File: config.mk
export PLATFORM = sky130hd
export DESIGN_NAME = battery_protect_ctrl_status_regs
export DESIGN_NICKNAME = d
export VERILOG_FILES = /design/src/pkg/batt_pkg.sv /design/src/verilog/battery_protect_ctrl_status_regs.sv /design/src/verilog/ctrl_word_loader.sv /design/src/verilog/detect_sampler.sv
export SDC_FILE = /design/constraint.sdc
export NUM_CORES = 1
export LEC_CHECK = 0
export ABC_AREA = 1
export BUFFER_PORTS_ARGS = -buffer_cell sky130_fd_sc_hd__buf_2
export CAP_MARGIN = 20
export CORE_MARGIN = 2
export CORE_UTILIZATION = 60
export DETAILED_ROUTE_END_ITERATION = 16
export GPL_TIMING_DRIVEN = 0
export HOLD_SLACK_MARGIN = 0.06
export PLACE_DENSITY = 0.84
export SLEW_MARGIN = 25
export SYNTH_ARGS = -nofsm -noshare
export SYNTH_HDL_FRONTEND = slang
export SYNTH_SLANG_ARGS = --single-unit
export TNS_END_PERCENT = 20
File: constraint.sdc
create_clock -name mclk -period 2.3 [get_ports mclk]
set_clock_uncertainty 0.2 [all_clocks]
set_input_delay 0.115 -clock mclk [delete_from_list [all_inputs] [get_ports mclk]]
set_output_delay 0.115 -clock mclk [all_outputs]
set_load 0.03 [all_outputs]
File: src/pkg/batt_pkg.sv
// Shared constants and types for the pack control and status registers
package batt_pkg;
    // ===============================
    // Timing
    localparam int CLK_PERIOD_NS = 10;
    localparam int NS_PER_MS = 1000000;
    localparam int SAMPLE_PERIOD_MS = 125;
    localparam int SAMPLE_ON_MS = 2;
    localparam int SAMPLE_PERIOD_CYC = SAMPLE_PERIOD_MS * NS_PER_MS / CLK_PERIOD_NS;
    localparam int SAMPLE_ON_CYC = SAMPLE_ON_MS * NS_PER_MS / CLK_PERIOD_NS;
    localparam int SAMPLE_CNT_W = 24;
    // ===============================
    // Widths and reset values
    localparam int BYTE_W = 8;
    localparam int CTRL_W = 16;
    localparam logic [15:0] CTRL_RESET = 16'h0000;
    localparam logic [4:0] STATUS_PAD = 5'h00;
    // ===============================
    // Sense gain factors
    localparam logic [7:0] GAIN_X10 = 8'h0a;
    localparam logic [7:0] GAIN_X25 = 8'h19;
    localparam logic [7:0] GAIN_X80 = 8'h50;
    localparam logic [7:0] GAIN_X160 = 8'ha0;
    // ===============================
    // Register layouts
    typedef struct packed {
        logic balance_ctl_4;
        logic balance_ctl_3;
        logic balance_ctl_2;
        logic balance_ctl_1;
        logic discharge_fet_ctl;
        logic charge_fet_ctl;
        logic sense_gain_hi;
        logic sense_gain_lo;
        logic sleep_request;
        logic [1:0] reserved;
        logic [4:0] unused;
    } ctrl_word_type;
    typedef struct packed {
        logic [4:0] pad;
        logic charge_stat;
        logic discharge_stat;
        logic regulator_stat;
    } status_byte_type;
    typedef enum logic [1:0] {LD_IDLE, LD_HIGH, LD_LOW} load_state_type;
endpackage

File: src/verilog/battery_protect_ctrl_status_regs.sv
// Control word, status byte and FET gate drive of the pack monitor
`timescale 1ns/10ps
`default_nettype none
// Function
// - Volatile control word, written by instruction only
// - Cleared at power-up and sleep exit
// - Bit 7 enters sleep below threshold
// - Bits 9:8 select sense gain
// - Bit 10 one drives charge gate low
// - Bit 11 one drives discharge gate low
// - Protection holds gates, writes still accepted
// - Bits 15:12 drive balance outputs high
// - Status byte read, bits 7:3 zero
// - Status bit 0: untuned or overcurrent
// - Status bit 1: over-discharge mode
// - Charge enable on: low cell or overcharge
// - Charge enable off: overcharge only
// - Regulator part high until tuned
// - Overcurrent continuous, others periodic
// - Protection turns FET off, release restores
// - Monitor mode makes checking continuous
// - Detectors on 2ms per 125ms
// - Config bit 6 zero enables charge function
module battery_protect_ctrl_status_regs #(
    parameter int SAMPLE_PERIOD_CYC = batt_pkg::SAMPLE_PERIOD_CYC,
    parameter int SAMPLE_ON_CYC = batt_pkg::SAMPLE_ON_CYC
) (
    // Clock and reset
    input wire logic mclk,
    input wire logic rst_b,
    // Serial instruction stream
    input wire logic write_control_instr,
    input wire logic byte_valid,
    input wire logic [batt_pkg::BYTE_W-1:0] byte_data,
    input wire logic frame_end,
    input wire logic read_status_instr,
    // Sleep
    input wire logic supply_below_sleep,
    input wire logic wake_event,
    // Protection and analog conditions
    input wire logic overcharge_mode_flag,
    input wire logic underdischarge_mode_flag,
    input wire logic overcurrent_mode_flag,
    input wire logic regulator_untuned_flag,
    input wire logic low_cell_flag,
    input wire logic charge_enable_disable,
    input wire logic monitor_mode,
    // FET and balance drive
    output logic charge_gate_out,
    output logic discharge_gate_out,
    output logic balance_out_1,
    output logic balance_out_2,
    output logic balance_out_3,
    output logic balance_out_4,
    // Analog control
    output logic [1:0] sense_gain_code,
    output logic [7:0] sense_gain_factor,
    output logic sleep_active,
    output logic ov_uv_detect_en,
    // Status read
    output batt_pkg::status_byte_type status_byte,
    output logic status_valid
);
    import batt_pkg::*;

    // ===============================
    // Gain decode
    function automatic logic [7:0] gain_of(input logic [1:0] code);
        case (code)
            2'h0: gain_of = GAIN_X10;
            2'h1: gain_of = GAIN_X25;
            2'h2: gain_of = GAIN_X80;
            default: gain_of = GAIN_X160;
        endcase
    endfunction

    ctrl_word_type ctrl_reg;
    logic commit;
    logic [CTRL_W-1:0] new_word;
    logic any_prot;
    logic discharge_prot;
    status_byte_type status_next;

    // ===============================
    // Instruction byte assembly
    ctrl_word_loader loader (
        .mclk(mclk),
        .rst_b(rst_b),
        .write_start(write_control_instr),
        .byte_valid(byte_valid),
        .byte_data(byte_data),
        .frame_end(frame_end),
        .commit(commit),
        .word(new_word)
    );

    // ===============================
    // Detector sample timer, only OV/UV are gated
    // Overcurrent never gated
    detect_sampler #(
        .PERIOD_CYC(SAMPLE_PERIOD_CYC),
        .ON_CYC(SAMPLE_ON_CYC)
    ) sampler (
        .mclk(mclk),
        .rst_b(rst_b),
        .monitor_mode(monitor_mode),
        .detect_en(ov_uv_detect_en)
    );

    // ===============================
    // Control word
    // Written on commit, cleared on wake
    always_ff @(posedge mclk) begin
        if (!rst_b) begin
            ctrl_reg <= CTRL_RESET;
        end else if (wake_event) begin
            ctrl_reg <= CTRL_RESET;
        end else if (commit) begin
            ctrl_reg <= new_word;
        end
    end

    // ===============================
    // Sleep
    // Enter only below threshold
    always_ff @(posedge mclk) begin
        if (!rst_b) begin
            sleep_active <= 1'b0;
        end else if (wake_event) begin
            sleep_active <= 1'b0;
        end else if (ctrl_reg.sleep_request && supply_below_sleep) begin
            sleep_active <= 1'b1;
        end
    end

    // ===============================
    // Sense gain
    // Gain code and factor
    always_ff @(posedge mclk) begin
        if (!rst_b) begin
            sense_gain_code <= 2'h0;
            sense_gain_factor <= GAIN_X10;
        end else begin
            sense_gain_code <= {ctrl_reg.sense_gain_hi, ctrl_reg.sense_gain_lo};
            sense_gain_factor <= gain_of({ctrl_reg.sense_gain_hi, ctrl_reg.sense_gain_lo});
        end
    end

    // ===============================
    // FET gates, high means FET off
    assign any_prot = overcharge_mode_flag || underdischarge_mode_flag || overcurrent_mode_flag;
    assign discharge_prot = underdischarge_mode_flag || overcurrent_mode_flag;

    always_ff @(posedge mclk) begin
        if (!rst_b) begin
            charge_gate_out <= 1'b1;
        end else if (overcharge_mode_flag) begin
            charge_gate_out <= 1'b1;
        end else if (!any_prot) begin
            charge_gate_out <= !ctrl_reg.charge_fet_ctl;
        end
    end

    always_ff @(posedge mclk) begin
        if (!rst_b) begin
            discharge_gate_out <= 1'b1;
        end else if (discharge_prot) begin
            discharge_gate_out <= 1'b1;
        end else if (!any_prot) begin
            discharge_gate_out <= !ctrl_reg.discharge_fet_ctl;
        end
    end

    // ===============================
    // Balance outputs
    // One bit per output
    always_ff @(posedge mclk) begin
        if (!rst_b) begin
            balance_out_1 <= 1'b0;
            balance_out_2 <= 1'b0;
            balance_out_3 <= 1'b0;
            balance_out_4 <= 1'b0;
        end else begin
            balance_out_1 <= ctrl_reg.balance_ctl_1;
            balance_out_2 <= ctrl_reg.balance_ctl_2;
            balance_out_3 <= ctrl_reg.balance_ctl_3;
            balance_out_4 <= ctrl_reg.balance_ctl_4;
        end
    end

    // ===============================
    // Live status, sampled into status_byte on a read, nothing cleared by a read
    always_comb begin
        status_next = '0;
        status_next.pad = STATUS_PAD;
        status_next.regulator_stat = regulator_untuned_flag || overcurrent_mode_flag;
        status_next.discharge_stat = underdischarge_mode_flag;
        status_next.charge_stat = overcharge_mode_flag || (!charge_enable_disable && low_cell_flag);
    end

    always_ff @(posedge mclk) begin
        if (!rst_b) begin
            status_byte <= '0;
            status_valid <= 1'b0;
        end else begin
            status_valid <= read_status_instr;
            if (read_status_instr) begin
                status_byte <= status_next;
            end
        end
    end

    // ===============================
    // Checks
    chk_wake_clears_word: assert property (
        @(posedge mclk) disable iff (!rst_b)
        wake_event |=> (ctrl_reg == CTRL_RESET))
        else $error("control word not cleared on wake");

    chk_word_only_commit: assert property (
        @(posedge mclk) disable iff (!rst_b)
        (!commit && !wake_event) |=> $stable(ctrl_reg))
        else $error("control word changed without commit");

    chk_sleep_entry: assert property (
        @(posedge mclk) disable iff (!rst_b)
        (ctrl_reg.sleep_request && supply_below_sleep && !wake_event) |=> sleep_active)
        else $error("sleep not entered");

    chk_gain_factor: assert property (
        @(posedge mclk) disable iff (!rst_b)
        (commit && !wake_event && new_word[9:8] == 2'h2) |=> ##1 (sense_gain_factor == GAIN_X80))
        else $error("sense gain factor wrong");

    chk_charge_gate_on: assert property (
        @(posedge mclk) disable iff (!rst_b)
        (ctrl_reg.charge_fet_ctl && !any_prot) |=> !charge_gate_out)
        else $error("charge gate not driven on");

    chk_discharge_gate_off: assert property (
        @(posedge mclk) disable iff (!rst_b)
        (!ctrl_reg.discharge_fet_ctl && !any_prot) |=> discharge_gate_out)
        else $error("discharge gate not driven off");

    chk_gate_hold_prot: assert property (
        @(posedge mclk) disable iff (!rst_b)
        (underdischarge_mode_flag && !overcharge_mode_flag) [*2] |-> $stable(charge_gate_out))
        else $error("charge gate moved during protection");

    chk_overcharge_off: assert property (
        @(posedge mclk) disable iff (!rst_b)
        overcharge_mode_flag |=> charge_gate_out)
        else $error("charge FET not switched off");

    chk_balance_follow: assert property (
        @(posedge mclk) disable iff (!rst_b)
        (commit && !wake_event) |=> ##1 (balance_out_4 == $past(new_word[15], 2)
            && balance_out_1 == $past(new_word[12], 2)))
        else $error("balance output mismatch");

    chk_status_pad_zero: assert property (
        @(posedge mclk) disable iff (!rst_b)
        status_valid |-> (status_byte.pad == STATUS_PAD))
        else $error("status upper bits not zero");

    chk_status_bit0: assert property (
        @(posedge mclk) disable iff (!rst_b)
        read_status_instr |=> (status_byte.regulator_stat
            == ($past(regulator_untuned_flag) || $past(overcurrent_mode_flag))))
        else $error("status bit 0 wrong");

    chk_status_bit1: assert property (
        @(posedge mclk) disable iff (!rst_b)
        read_status_instr |=> (status_byte.discharge_stat == $past(underdischarge_mode_flag)))
        else $error("status bit 1 wrong");

    chk_status_bit2: assert property (
        @(posedge mclk) disable iff (!rst_b)
        read_status_instr |=> (status_byte.charge_stat == ($past(overcharge_mode_flag)
            || (!$past(charge_enable_disable) && $past(low_cell_flag)))))
        else $error("status bit 2 wrong");

    chk_monitor_detect: assert property (
        @(posedge mclk) disable iff (!rst_b)
        monitor_mode |=> ov_uv_detect_en)
        else $error("detectors not continuous in monitor mode");
endmodule
`default_nettype wire

File: src/verilog/ctrl_word_loader.sv
// Assembles the two data bytes of a control write instruction
`timescale 1ns/10ps
`default_nettype none
module ctrl_word_loader (
    // Clock and reset
    input wire logic mclk,
    input wire logic rst_b,
    // Byte stream
    input wire logic write_start,
    input wire logic byte_valid,
    input wire logic [batt_pkg::BYTE_W-1:0] byte_data,
    input wire logic frame_end,
    // Completed word
    output logic commit,
    output logic [batt_pkg::CTRL_W-1:0] word
);
    import batt_pkg::*;
    load_state_type state_reg;
    logic [BYTE_W-1:0] high_reg;
    // ===============================
    // Sequencer; a frame that ends early commits nothing
    always_ff @(posedge mclk) begin
        if (!rst_b) begin
            state_reg <= LD_IDLE;
            high_reg <= '0;
            commit <= 1'b0;
            word <= CTRL_RESET;
        end else begin
            commit <= 1'b0;
            case (state_reg)
                LD_IDLE: begin
                    if (write_start) begin
                        state_reg <= LD_HIGH;
                    end
                end
                LD_HIGH: begin
                    if (byte_valid) begin
                        high_reg <= byte_data;
                        state_reg <= frame_end ? LD_IDLE : LD_LOW;
                    end else if (frame_end) begin
                        state_reg <= LD_IDLE;
                    end
                end
                LD_LOW: begin
                    if (byte_valid) begin
                        word <= {high_reg, byte_data};
                        commit <= 1'b1;
                        state_reg <= LD_IDLE;
                    end else if (frame_end) begin
                        state_reg <= LD_IDLE;
                    end
                end
                default: begin
                    state_reg <= LD_IDLE;
                end
            endcase
        end
    end
endmodule
`default_nettype wire

File: src/verilog/detect_sampler.sv
// Sample rate timer for the over-charge and over-discharge detectors
`timescale 1ns/10ps
`default_nettype none
module detect_sampler #(
    parameter int PERIOD_CYC = batt_pkg::SAMPLE_PERIOD_CYC,
    parameter int ON_CYC = batt_pkg::SAMPLE_ON_CYC
) (
    // Clock and reset
    input wire logic mclk,
    input wire logic rst_b,
    // Mode
    input wire logic monitor_mode,
    // Detector enable
    output logic detect_en
);
    import batt_pkg::*;
    logic [SAMPLE_CNT_W-1:0] cnt_reg;
    // ===============================
    // Free running period counter
    always_ff @(posedge mclk) begin
        if (!rst_b) begin
            cnt_reg <= '0;
        end else if (cnt_reg == SAMPLE_CNT_W'(PERIOD_CYC - 1)) begin
            cnt_reg <= '0;
        end else begin
            cnt_reg <= cnt_reg + 1'b1;
        end
    end
    always_ff @(posedge mclk) begin
        if (!rst_b) begin
            detect_en <= 1'b0;
        end else begin
            detect_en <= monitor_mode || (cnt_reg < SAMPLE_CNT_W'(ON_CYC));
        end
    end
endmodule
`default_nettype wire
# ---- Yosys cells after proc, flatten, opt, wreduce, memory -nomap -nowiden
# Cells that the tools add are included.
dict set report op_classes {
  addsub 1
  n_lt_le_gt_ge 1
  eq_ne 6
  muxes 8
  n_bitwise 1
  n_reduce_logical 20
}
# op n
set op_table {}
lappend op_table {{$add A24 B1 Y24 const B} 1}
lappend op_table {{$eq A24 B24 Y1 const B} 1}
lappend op_table {{$lt A24 B18 Y1 const B} 1}
lappend op_table {{$pmux W8 S3} 1}
lappend op_table {{$mux W2} 5}
lappend op_table {{$reduce_or A2 Y1} 4}
lappend op_table {{$logic_or A1 B1 Y1} 6}
lappend op_table {{$pmux W2 S3} 1}
lappend op_table {{$reduce_and A2 Y1} 3}
lappend op_table {{$eq A2 B1 Y1 const B} 2}
lappend op_table {{$eq A2 B2 Y1 const B} 2}
lappend op_table {{$logic_not A2 Y1} 2}
lappend op_table {{$logic_not A1 Y1} 3}
lappend op_table {{$logic_and A1 B1 Y1} 2}
lappend op_table {{$ne A2 B2 Y1 const B} 1}
lappend op_table {{$mux W1} 1}
lappend op_table {{$not A1 Y1} 1}
dict set report word_totals {
  regBits 82
  in_bits 23
  wordCells 65
}

# ---- Depth between registers and ports, before layout
# Gate-level depths: netlist of run 1.
dict set report depth {
  ltp_word 3
  ltp_mapped 9
  depth_no_buf 9
}

# ---- Cells and area by module
# From an unflattened synthesis of run 1, not the netlist that was laid out.
dict set report unflattened {
  cells_unflattened 511
  hier_area_um2 3575.9
}
# module instances cells_each area_per_inst_um2
set modules_own_cells {}
lappend modules_own_cells {detect_sampler 1 212 1346.3}
lappend modules_own_cells {ctrl_word_loader 1 172 1166.1}
lappend modules_own_cells {battery_protect_ctrl_status_regs 1 127 1063.5}

# ---- Worst setup path before layout of run 1
# No wires, ideal clock.
dict set report synth_path {
  path_kind {register -> register}
  start {register sampler.cnt_reg[0]}
  end {register sampler.cnt_reg[19]}
  setup_time_ns 0.122
  arrival_time_ns 1.154
  t_required_ns 1.978
  path_slack_ns 0.825
  stages_incl_launch_ff 8
  synth_period_minus_slack_ns 1.475
  path_cell_list {dfxtp_1 > ha_1 > nand3_2 > nor2_1 > nand3_2 > nand2_2 > buf_6 > a21oi_1}
}
dict set report synth_between {
  elab_chain_cells 2
  word_cells_on_any_way 3
}
# element line_no
set synth_rtl {}
lappend synth_rtl {{start: declaration} detect_sampler.sv:17} ;# logic [SAMPLE_CNT_W-1:0] cnt_reg;
lappend synth_rtl {{start signal: assignment} detect_sampler.sv:26} ;# cnt_reg <= cnt_reg + 1'b1;
lappend synth_rtl {{branches (longest 2 deep; another with $add A24 B1 Y24)} -}
# Parallel ways; which one is timed is not known.
# A chain may end at the register's enable or synchronous reset.

# ---- Worst setup path after layout of run 1
dict set report layout_path {
  start {input port rst_b}
  end {register discharge_gate_out}
}
dict set report layout_between {
  elab_chain_cells 2
}
# element line_no
set layout_rtl {}
lappend layout_rtl {{start: declaration} battery_protect_ctrl_status_regs.sv:30} ;# input wire logic rst_b,
lappend layout_rtl {{$not A1 Y1 (no line)} -}
lappend layout_rtl {{$reduce_or A2 Y1 (no line)} -}
lappend layout_rtl {{end signal: assignment} battery_protect_ctrl_status_regs.sv:170} ;# discharge_gate_out <= !ctrl_reg.discharge_fet_ctl;
lappend layout_rtl {{end: declaration} battery_protect_ctrl_status_regs.sv:50} ;# output logic discharge_gate_out,
# Every way passes these cells.

==> out/metrics.csv, run 1 <==
stage,metric,value,unit
status,status,"finished, final reports clean",
worst_hold_path,min_path_cells,2,
timing,grt_setup_unrepaired,false,
cts,clk_path_buf_depth,2,
detailed_routing,routed_wire_length_per_instance,12.1,µm
cts,post_cts_clock_slew_at_the_launch_and_capture_registers_of_the_worst_setup_and_hold_paths,0.07,ns
timing,post-route-min-period,2.09,ns
floorplan,initial_core_util,61.2,%
synthesis,synth.distinct_cells,31,
cts,cts_made_buffers,9,
synthesis,synth.top_cell.area_share,47.4,%
floorplan,coreArea,5040,µm²
placed_design,dp_slack,0.595,ns
pwr,internal-power,1.93,mW
placed_design,final_wtd_congestion,0.884,
synthesis,postSynthRegisterBits,73,
detailed_routing,antenna_violating_nets_post_route,0,
placed_design,port_buffers,43,
grt,first_global_vias,2631,
grt,antenna_found_initial,0,
cells_and_area,antenna-diode-count,0,
detailed_routing,vias,2819,
synthesis,synth.largest_area_cell,sky130_fd_sc_hd__dfxtp_1,
detailed_routing,detailed_route_drc_error_count,0,
worst_setup_path,path_max_fanout,10,
detailed_routing,detail_route.vias_per_cell,4.97,
cts,ctsHtreeMaxLevel,3,
floorplan,die_width,75.7,µm
cts,tritoncts_num_sinks,73,
cells_and_area,largest_register_ffs,24,
pwr,p_total,2.51,mW
pwr,cellLeakagePower,1.69,nW
grt,gr-usage-all-layers,26.3,%
pwr,power.sequential.fraction,51.8,%
synthesis,syn-instance-count,406,
floorplan,die_h,75.7,µm
cells_and_area,final_nets,521,
floorplan,dieArea,5730,µm²
grt,grt_first_pass_wirelength,11.2,mm
placed_design,place.detailed.hpwl,4.56,mm
detailed_routing,drt_iter0_markers,186,
detailed_routing,totalWireLength,6.87,mm
timing,final.setup.worst_slack,0.210,ns
timing,max_freq,0.478,GHz
worst_setup_path,cells_on_worst_reg2reg_path,6,
floorplan,boundaryPins,50,
worst_setup_path,ff2ff_setup_slack,0.36,ns
pwr,power.switching,0.585,mW
run,cap_viol_max_count,0,
floorplan,floorplan.rows,26,
synthesis,syn_area_per_cell,7.60,µm²
synthesis,synth.yosys.seq_area_share,47.4,%
pwr,power_switching_share,23.3,%
cells_and_area,final_layout_size_suffix_gt1_share,19.1,%
timing,max_transition_viols_final,0,
pwr,share_of_total_power_in_the_clock_network,41.2,%
worst_setup_path,crit_arrival,2.12,ns
worst_setup_path,end_kind,flop,
pwr,p_per_area,647,nW/µm²
worst_setup_path,worst-endpoint-required,2.33,ns
worst_setup_path,critPathLaunchType,input pin,
grt,gr-total-overflow,0,
timing,finalHoldViolations,0,
pwr,combPwrFrac,7.1,%
timing,setup_viol_count_final,0,
cells_and_area,fin_area,3880,µm²
timing,timing.setup.tns,0,ns
cts,cts_root_buf,sky130_fd_sc_hd__clkbuf_8,
worst_hold_path,min_path_type,reg2reg,
synthesis,synth_top_cells_by_area,"sky130_fd_sc_hd__dfxtp_1 (47%), sky130_fd_sc_hd__nor2_1 (8.4%), sky130_fd_sc_hd__nand2_1 (7.8%)",
detailed_routing,drt_pre_antenna_iters,4,
synthesis,ys_warn_count,0,
pwr,vdd.ir_drop.worst,0.483,mV
placed_design,post_dp_cell_area,3410,µm²
cts,insertion_delay,0.35,ns
cells_and_area,fillerInstances,373,
cells_and_area,layout_area_growth_over_synthesis,25.9,%
grt,grt_max_degree,13,
synthesis,post_synth_instance_area,3090,µm²
timing,min_period_over_period,90.9,%
worst_setup_path,critical_path_class,in2reg,
cts,tritoncts,done,
[per-layer routing]
| layer | share of wire, % | vias up | track usage, % |
|---|---|---|---|
| li1 | - | 1437 | - |
| met1 | 41 | 1286 | 29.0 |
| met2 | 51 | 80 | 47.1 |
| met3 | 4.8 | 16 | 6.48 |
| met4 | 2.5 | 0 | 13.3 |
| met5 | 0 | - | 0 |
[placed cells by master, fill, tap and decap left out, drive strengths merged, types with 2 or more instances in the layout]
cell / n
nand4: 4
dlygate4sd3: 27
or2: 6
a211oi: 3
o21ai: 34
buf: 54
inv: 56
nor3: 2
conb: 6
xor2: 8
xnor2: 2
dfxtp: 73
ha: 6
clkinv: 2
nand2: 69
nand3: 16
a21oi: 28
o2111ai: 2
nor2: 78
clkbuf: 16
[critical path: stages]
cell	delay [ns]
sky130_fd_sc_hd__dlygate4sd3_1	0.53
sky130_fd_sc_hd__buf_2	0.12
sky130_fd_sc_hd__buf_2	0.21
sky130_fd_sc_hd__clkbuf_1	0.39
sky130_fd_sc_hd__o2111ai_1	0.18
sky130_fd_sc_hd__dlygate4sd3_1	0.58
[metrics by stage]
| stage | util [%] | std cells | hold slack, ns |
|---|---|---|---|
| floorplan | - | 411 | 0.00510 |
| global placement | 67.6 | 524 | 0.135 |
| detailed placement | 67.6 | 524 | 0.137 |
| CTS | 77.0 | 567 | 0.230 |
| global route | 77.0 | 567 | 0.259 |
| finish | 77.0 | 567 | 0.230 |
[repair_timing]
action	in CTS	in global routing
hold buffers	27	0
buffers inserted	0	0
hold endpoints to repair	34	0
gates resized for setup	0	0
[cell type report]
type | instances | area (µm²) | area share [%]
Clock buffer | 12 | 155 | 3.99
Inverter | 56 | 210 | 5.41
Tap cell | 70 | 87.6 | 2.26
Buffer | 15 | 100 | 2.58
Sequential cell | 73 | 1460 | 37.6
Multi-Input combinational cell | 267 | 1330 | 34.3
Timing Repair Buffer | 70 | 485 | 12.5
Clock inverter | 4 | 51.3 | 1.32
[path summary, 6_finish.rpt]
kind,start,end
max,rst_b,discharge_gate_out
min reg2reg,ctrl_reg[12],balance_out_1
max reg2reg,loader.state_reg[0],loader.state_reg[1]
min,ctrl_reg[12],balance_out_1
[synthesized netlist by cell type, drive strengths merged]
| cell | number |
|---|---|
| a21oi | 28 |
| nor2 | 78 |
| xnor2 | 2 |
| conb | 1 |
| nor3 | 2 |
| o21ai | 34 |
| buf | 11 |
| inv | 56 |
| or2 | 6 |
| xor2 | 8 |
| o2111a | 1 |
| clkbuf | 4 |
| nand2 | 69 |
| dfxtp | 73 |
| a211oi | 3 |
| nand4 | 4 |
| ha | 6 |
| nor4 | 1 |
| a31oi | 1 |
| o2111ai | 2 |
| nand3 | 16 |
[kinds of logic after synthesis]
group | Yosys count | synth area share, %
adder cells (fa/ha/maj) | 6 | 2.43
AO/OA/AOI/OAI | 69 | 12.0
AND/OR/NAND/NOR | 176 | 25.1
XOR/XNOR | 10 | 2.84
other | 1 | 0.122
buffers and inverters | 71 | 10.1
flip-flops | 73 | 47.4
[power groups by stage]
stage	Combinational, mW	Clock (mW)	Sequential (mW)
floorplan	0.0815	0	1.34
global placement	0.136	0	1.33
detailed placement	0.140	0	1.33
CTS	0.174	1.04	1.30
global route	0.196	1.10	1.30
finish	0.178	1.03	1.30
Note: power is estimated with default switching activity, not from simulation.
==> run 2: changes to the inputs <==
--- a/config.mk
+++ b/config.mk
@@ -9,11 +9,11 @@
 export BUFFER_PORTS_ARGS = -buffer_cell sky130_fd_sc_hd__buf_2
 export CAP_MARGIN = 20
 export CORE_MARGIN = 2
-export CORE_UTILIZATION = 60
+export CORE_UTILIZATION = 50
 export DETAILED_ROUTE_END_ITERATION = 16
 export GPL_TIMING_DRIVEN = 0
 export HOLD_SLACK_MARGIN = 0.06
-export PLACE_DENSITY = 0.84
+export PLACE_DENSITY = 0.75
 export SLEW_MARGIN = 25
 export SYNTH_ARGS = -nofsm -noshare
 export SYNTH_HDL_FRONTEND = slang
==> constraint.sdc (replaced) <==
create_clock -name mclk -period 1.7 [get_ports mclk]
set_clock_uncertainty 0.2 [all_clocks]
set_input_delay 0.085 -clock mclk [delete_from_list [all_inputs] [get_ports mclk]]
set_output_delay 0.085 -clock mclk [all_outputs]
set_load 0.03 [all_outputs]
==> run 2 against run 1 <==
  * Count of clock-buffer cells in the layout shrank 3
  * Final area grew 2.1%
  * Power grew 31%
  * Setup slack lost 0.13 ns
  * Wire length shrank 3.4%
  * Via count shrank 2.0%
  * Hold slack lost 0.21 ns
  * Critical endpoint is now ctrl_reg[9]
==> out/metrics.csv, run 2 (synthesis gave the netlist of run 1 again) <==
stage,metric,value,unit
detailed_routing,antenna_violating_nets_post_route,0,
placed_design,post_dp_cell_area,3410,µm²
pwr,cellLeakagePower,1.71,nW
cells_and_area,antenna-diode-count,0,
timing,final.setup.worst_slack,0.0812,ns
grt,grt_first_pass_wirelength,10.9,mm
worst_setup_path,timing.critical_path.cells,inv_1 > o21ai_0 > dlygate4sd3_1 > a21oi_1,
cts,cts.repair_timing.setup_buffer_count,0,
status,status,"finished, final reports clean",
worst_setup_path,path_max_fanout,6,
cts,tritoncts,done,
detailed_routing,routed_wire_length_per_instance,11.5,µm
grt,first_global_vias,2512,
timing,setup_viol_count_final,0,
worst_setup_path,end_kind,flop,
cts,clk_path_buf_depth,2,
pwr,p_per_area,827,nW/µm²
floorplan,die_h,82.6,µm
cts,post_cts_clock_slew_at_the_launch_and_capture_registers_of_the_worst_setup_and_hold_paths,0.09,ns
worst_setup_path,critical_path_class,reg2reg,
placed_design,port_buffers,43,
timing,max_transition_viols_final,0,
cells_and_area,fin_area,3970,µm²
cts,cts_made_buffers,9,
floorplan,boundaryPins,50,
grt,gr-usage-all-layers,21.1,%
placed_design,place.detailed.hpwl,4.48,mm
worst_setup_path,crit_buf_inv,2,
cts,cts_root_buf,sky130_fd_sc_hd__clkbuf_8,
cts,tritoncts_num_sinks,73,
cts,ctsHtreeMaxLevel,3,
worst_setup_path,cp_top_family,buffers and inverters,
floorplan,dieArea,6820,µm²
detailed_routing,drt_iter0_markers,187,
grt,grt_max_degree,16,
floorplan,coreArea,5960,µm²
detailed_routing,vias,2763,
cells_and_area,largest_register_ffs,24,
floorplan,die_width,82.6,µm
worst_setup_path,worst-endpoint-required,1.73,ns
cells_and_area,final_nets,527,
worst_setup_path,crit_path_top_delay_cell,sky130_fd_sc_hd__dlygate4sd3_1,
worst_setup_path,critPathLaunchType,flop,
timing,timing.setup.tns,0,ns
grt,gr-total-overflow,0,
detailed_routing,totalWireLength,6.63,mm
placed_design,dp_slack,-0.0417,ns
cts,insertion_delay,0.34,ns
worst_setup_path,crit_arrival,1.65,ns
placed_design,final_wtd_congestion,0.877,
worst_hold_path,min_path_type,in2reg,
timing,min_period_over_period,95.2,%
grt,antenna_found_initial,0,
floorplan,floorplan.rows,28,
run,cap_viol_max_count,0,
cells_and_area,layout_area_growth_over_synthesis,28.5,%
pwr,vdd.ir_drop.worst,0.606,mV
cells_and_area,final_common_cell,sky130_fd_sc_hd__dfxtp_1,
detailed_routing,detail_route.vias_per_cell,4.78,
floorplan,initial_core_util,51.8,%
detailed_routing,detailed_route_drc_error_count,0,
timing,post-route-min-period,1.62,ns
cells_and_area,fillerInstances,514,
timing,hold-worst-slack,0.0215,ns
timing,finalHoldViolations,0,
worst_setup_path,critical-path-max-stage-delay,0.57,ns
timing,max_freq,0.618,GHz
cells_and_area,final_layout_size_suffix_gt1_share,19.7,%
cells_and_area,most-common-layout-cells,"sky130_fd_sc_hd__dfxtp_1 (72), sky130_fd_sc_hd__nor2_1 (68), sky130_fd_sc_hd__nand2_1 (64)",
detailed_routing,drt_pre_antenna_iters,4,
-- run 2: path summary, 6_finish.rpt --
kind / startpoint / end / slack [ns] / cells past startpoint
worst min-delay path: rst_b / loader.word[9] / 0.02 / 4
worst min register to register: ctrl_reg[12] / balance_out_1 / 0.24 / 2
worst max-delay path: loader.commit / ctrl_reg[9] / 0.08 / 4
worst max register to register: loader.commit / ctrl_reg[9] / 0.08 / 4
-- run 2: what timing repair did --
item | 4_1_cts | 5_1_grt
setup endpoints to repair | 20 | 24
hold endpoints to repair | 37 | 11
hold buffers | 27 | 7
gates resized for setup | 2 | 6
-- run 2: report_power, final --
group          internal [mW]  leakage, nW  switching, mW  total, mW
Sequential              1.74        0.592         0.0192       1.76
Combinational          0.120         1.03          0.134      0.255
Clock                  0.554       0.0884          0.710       1.26
Total                   2.42         1.71          0.864       3.28
-- run 2: metal layers --
metal / vias to the layer above / share of wire, % / wire [µm] / global-route usage (%)
met4: 0 / 1.3 / 85 / 10.0
met3: 8 / 3.7 / 243 / 4.13
met5: - / 0 / 0 / 0
met1: 1239 / 45 / 3020 / 26.1
li1: 1451 / - / - / -
met2: 65 / 50 / 3290 / 35.2
-- run 2: layout make-up --
cell class | count | area (µm²) | share of cell area (%)
inverters | 56 | 210 | 5.30
well taps | 75 | 93.8 | 2.37
repair buffers | 76 | 548 | 13.8
clock inverters | 7 | 61.3 | 1.55
flip-flops and latches | 73 | 1460 | 36.9
clock buffers | 9 | 124 | 3.12
multi-input cells | 267 | 1370 | 34.4
plain buffers | 15 | 100 | 2.52
-- run 2: worst reg2reg max path, cell delays in order (launching register included) --
cell                            delay, ns
sky130_fd_sc_hd__dfxtp_1             0.44
sky130_fd_sc_hd__inv_1               0.12
sky130_fd_sc_hd__o21ai_0             0.14
sky130_fd_sc_hd__dlygate4sd3_1       0.57
sky130_fd_sc_hd__a21oi_1             0.05
-- run 2: through the flow --
stage,power [mW],cells,utilization (%)
3_3_place_gp,1.98,529,57.3
4_1_cts,3.28,572,65.0
6_report,3.28,578,66.6
5_1_grt,3.41,578,66.6
2_1_floorplan,1.92,411,-
3_5_place_dp,1.99,529,57.3
==> run 3: changes to the inputs <==
--- a/config.mk
+++ b/config.mk
@@ -9,11 +9,12 @@
 export BUFFER_PORTS_ARGS = -buffer_cell sky130_fd_sc_hd__buf_2
 export CAP_MARGIN = 20
 export CORE_MARGIN = 2
-export CORE_UTILIZATION = 50
+export CORE_UTILIZATION = 40
 export DETAILED_ROUTE_END_ITERATION = 16
 export GPL_TIMING_DRIVEN = 0
 export HOLD_SLACK_MARGIN = 0.06
-export PLACE_DENSITY = 0.75
+export PLACE_DENSITY = 0.7
+export SETUP_SLACK_MARGIN = 0.02
 export SLEW_MARGIN = 25
 export SYNTH_ARGS = -nofsm -noshare
 export SYNTH_HDL_FRONTEND = slang
==> run 3 against run 2 <==
  * Register-to-register slack hardly changed
  * Clock power down 6%
  * Via count down 1.6%
  * Final cell count grew 4.3%
  * Die area up 24%
  * Final area shrank 0.28%
  * Critical path type unchanged
  * Largest cell class unchanged
==> out/metrics.csv, run 3 (synthesis gave the netlist of run 1 again) <==
stage,metric,value,unit
worst_setup_path,end_kind,flop,
floorplan,boundaryPins,50,
placed_design,place.detailed.hpwl,4.42,mm
detailed_routing,drt_pre_antenna_iters,4,
cells_and_area,antenna-diode-count,0,
pwr,p_per_area,809,nW/µm²
worst_setup_path,critical_path_class,reg2reg,
grt,gr-total-overflow,0,
worst_setup_path,critPathLaunchType,flop,
status,status,"finished, final reports clean",
detailed_routing,drt_iter0_markers,114,
cts,tritoncts_num_sinks,73,
placed_design,post_dp_cell_area,3450,µm²
worst_setup_path,worst-endpoint-required,1.73,ns
grt,first_global_vias,2563,
floorplan,initial_core_util,40.6,%
floorplan,dieArea,8430,µm²
cells_and_area,most-common-layout-cells,"sky130_fd_sc_hd__dfxtp_1 (72), sky130_fd_sc_hd__nor2_1 (66), sky130_fd_sc_hd__nand2_1 (64)",
cells_and_area,final_nets,525,
floorplan,floorplan.rows,32,
timing,grt_setup_unrepaired,true,
placed_design,port_buffers,43,
cts,tritoncts,done,
grt,antenna_found_initial,0,
floorplan,die_h,91.8,µm
timing,max_transition_viols_final,0,
cts,insertion_delay,0.34,ns
timing,max_freq,0.619,GHz
pwr,vdd.ir_drop.worst,0.378,mV
worst_setup_path,path_max_fanout,10,
cells_and_area,final_layout_size_suffix_gt1_share,20.0,%
cts,cts_made_buffers,9,
placed_design,final_wtd_congestion,0.860,
timing,finalHoldViolations,0,
detailed_routing,vias,2719,
detailed_routing,detail_route.vias_per_cell,4.51,
timing,post-route-min-period,1.61,ns
grt,grt_first_pass_wirelength,11.4,mm
detailed_routing,detailed_route_drc_error_count,0,
detailed_routing,routed_wire_length_per_instance,10.7,µm
grt,grt_max_degree,14,
run,cap_viol_max_count,0,
cts,post_cts_clock_slew_at_the_launch_and_capture_registers_of_the_worst_setup_and_hold_paths,0.08,ns
floorplan,die_width,91.8,µm
pwr,cellLeakagePower,1.69,nW
timing,hold-worst-slack,0.118,ns
cts,cts_root_buf,sky130_fd_sc_hd__clkbuf_8,
detailed_routing,antenna_violating_nets_post_route,0,
worst_hold_path,min_path_type,in2reg,
cts,ctsHtreeMaxLevel,3,
cells_and_area,fin_area,3950,µm²
grt,gr-usage-all-layers,16.7,%
cells_and_area,largest_register_ffs,24,
detailed_routing,totalWireLength,6.45,mm
floorplan,coreArea,7610,µm²
cells_and_area,layout_area_growth_over_synthesis,28.1,%
cts,clk_path_buf_depth,2,
cells_and_area,final_common_cell,sky130_fd_sc_hd__dfxtp_1,
timing,min_period_over_period,95.0,%
timing,setup_viol_count_final,0,
worst_setup_path,crit_arrival,1.64,ns
==> run 3: final timing paths <==
check	from	endpoint	slack (ns)	cells after the start
setup / recovery	sampler.cnt_reg[0]	sampler.cnt_reg[19]	0.09	7
hold / removal	rst_b	loader.word[14]	0.12	4
setup reg to reg	sampler.cnt_reg[0]	sampler.cnt_reg[19]	0.09	7
hold reg to reg	ctrl_reg[14]	balance_out_3	0.24	2
==> run 3: timing repair <==
item / in CTS / in global routing
hold buffers: 31 / 0
endpoints found under the hold margin: 37 / 0
resized for setup: 0 / 8
endpoints found under the setup margin: 0 / 24
setup buffers: 0 / 0
==> run 3: through the flow <==
| stage | std cells | setup TNS (ns) | total power [mW] | utilization, % | setup slack [ns] |
|---|---|---|---|---|---|
| 2_1_floorplan | 411 | 0 | 1.92 | - | 0.225 |
| 3_3_place_gp | 556 | 0 | 1.98 | 45.3 | 0.0443 |
| 3_5_place_dp | 556 | 0 | 1.99 | 45.3 | 0.0408 |
| 4_1_cts | 603 | 0 | 3.23 | 51.7 | 0.0231 |
| 5_1_grt | 603 | -0.0184 | 3.35 | 52.0 | -0.00728 |
| 6_report | 603 | 0 | 3.20 | 52.0 | 0.0856 |
==> run 3: layer usage <==
metal,global-route usage (%),vias up,share of wire [%]
li1,-,1446,-
met1,21.7,1203,48
met2,27.0,60,47
met3,3.45,10,3.8
met4,7.21,0,1.8
met5,0,-,0
==> run 3: cell type report <==
type                    instances  area [µm²]
clock buffers                  10         128
well taps                     102         128
inverters                      56         210
multi-input cells             267        1350
plain buffers                  15         100
flip-flops and latches         73        1460
fillers                       726        3650
repair buffers                 74         528
clock inverters                 6        45.0
==> run 3: where the power goes <==
| group | switching, mW | leakage [nW] | internal, mW |
|---|---|---|---|
| Sequential | 0.0173 | 0.592 | 1.74 |
| Clock | 0.660 | 0.0785 | 0.532 |
| Combinational | 0.132 | 1.02 | 0.115 |
| Total | 0.809 | 1.69 | 2.39 |
==> run 3: critical path, stage by stage, from the launching register on <==
cell	delay (ns)
sky130_fd_sc_hd__dfxtp_1	0.35
sky130_fd_sc_hd__ha_2	0.21
sky130_fd_sc_hd__nand3_2	0.12
sky130_fd_sc_hd__nor2_2	0.15
sky130_fd_sc_hd__nand3_2	0.14
sky130_fd_sc_hd__nand2_4	0.11
sky130_fd_sc_hd__buf_6	0.16
sky130_fd_sc_hd__a21oi_1	0.05
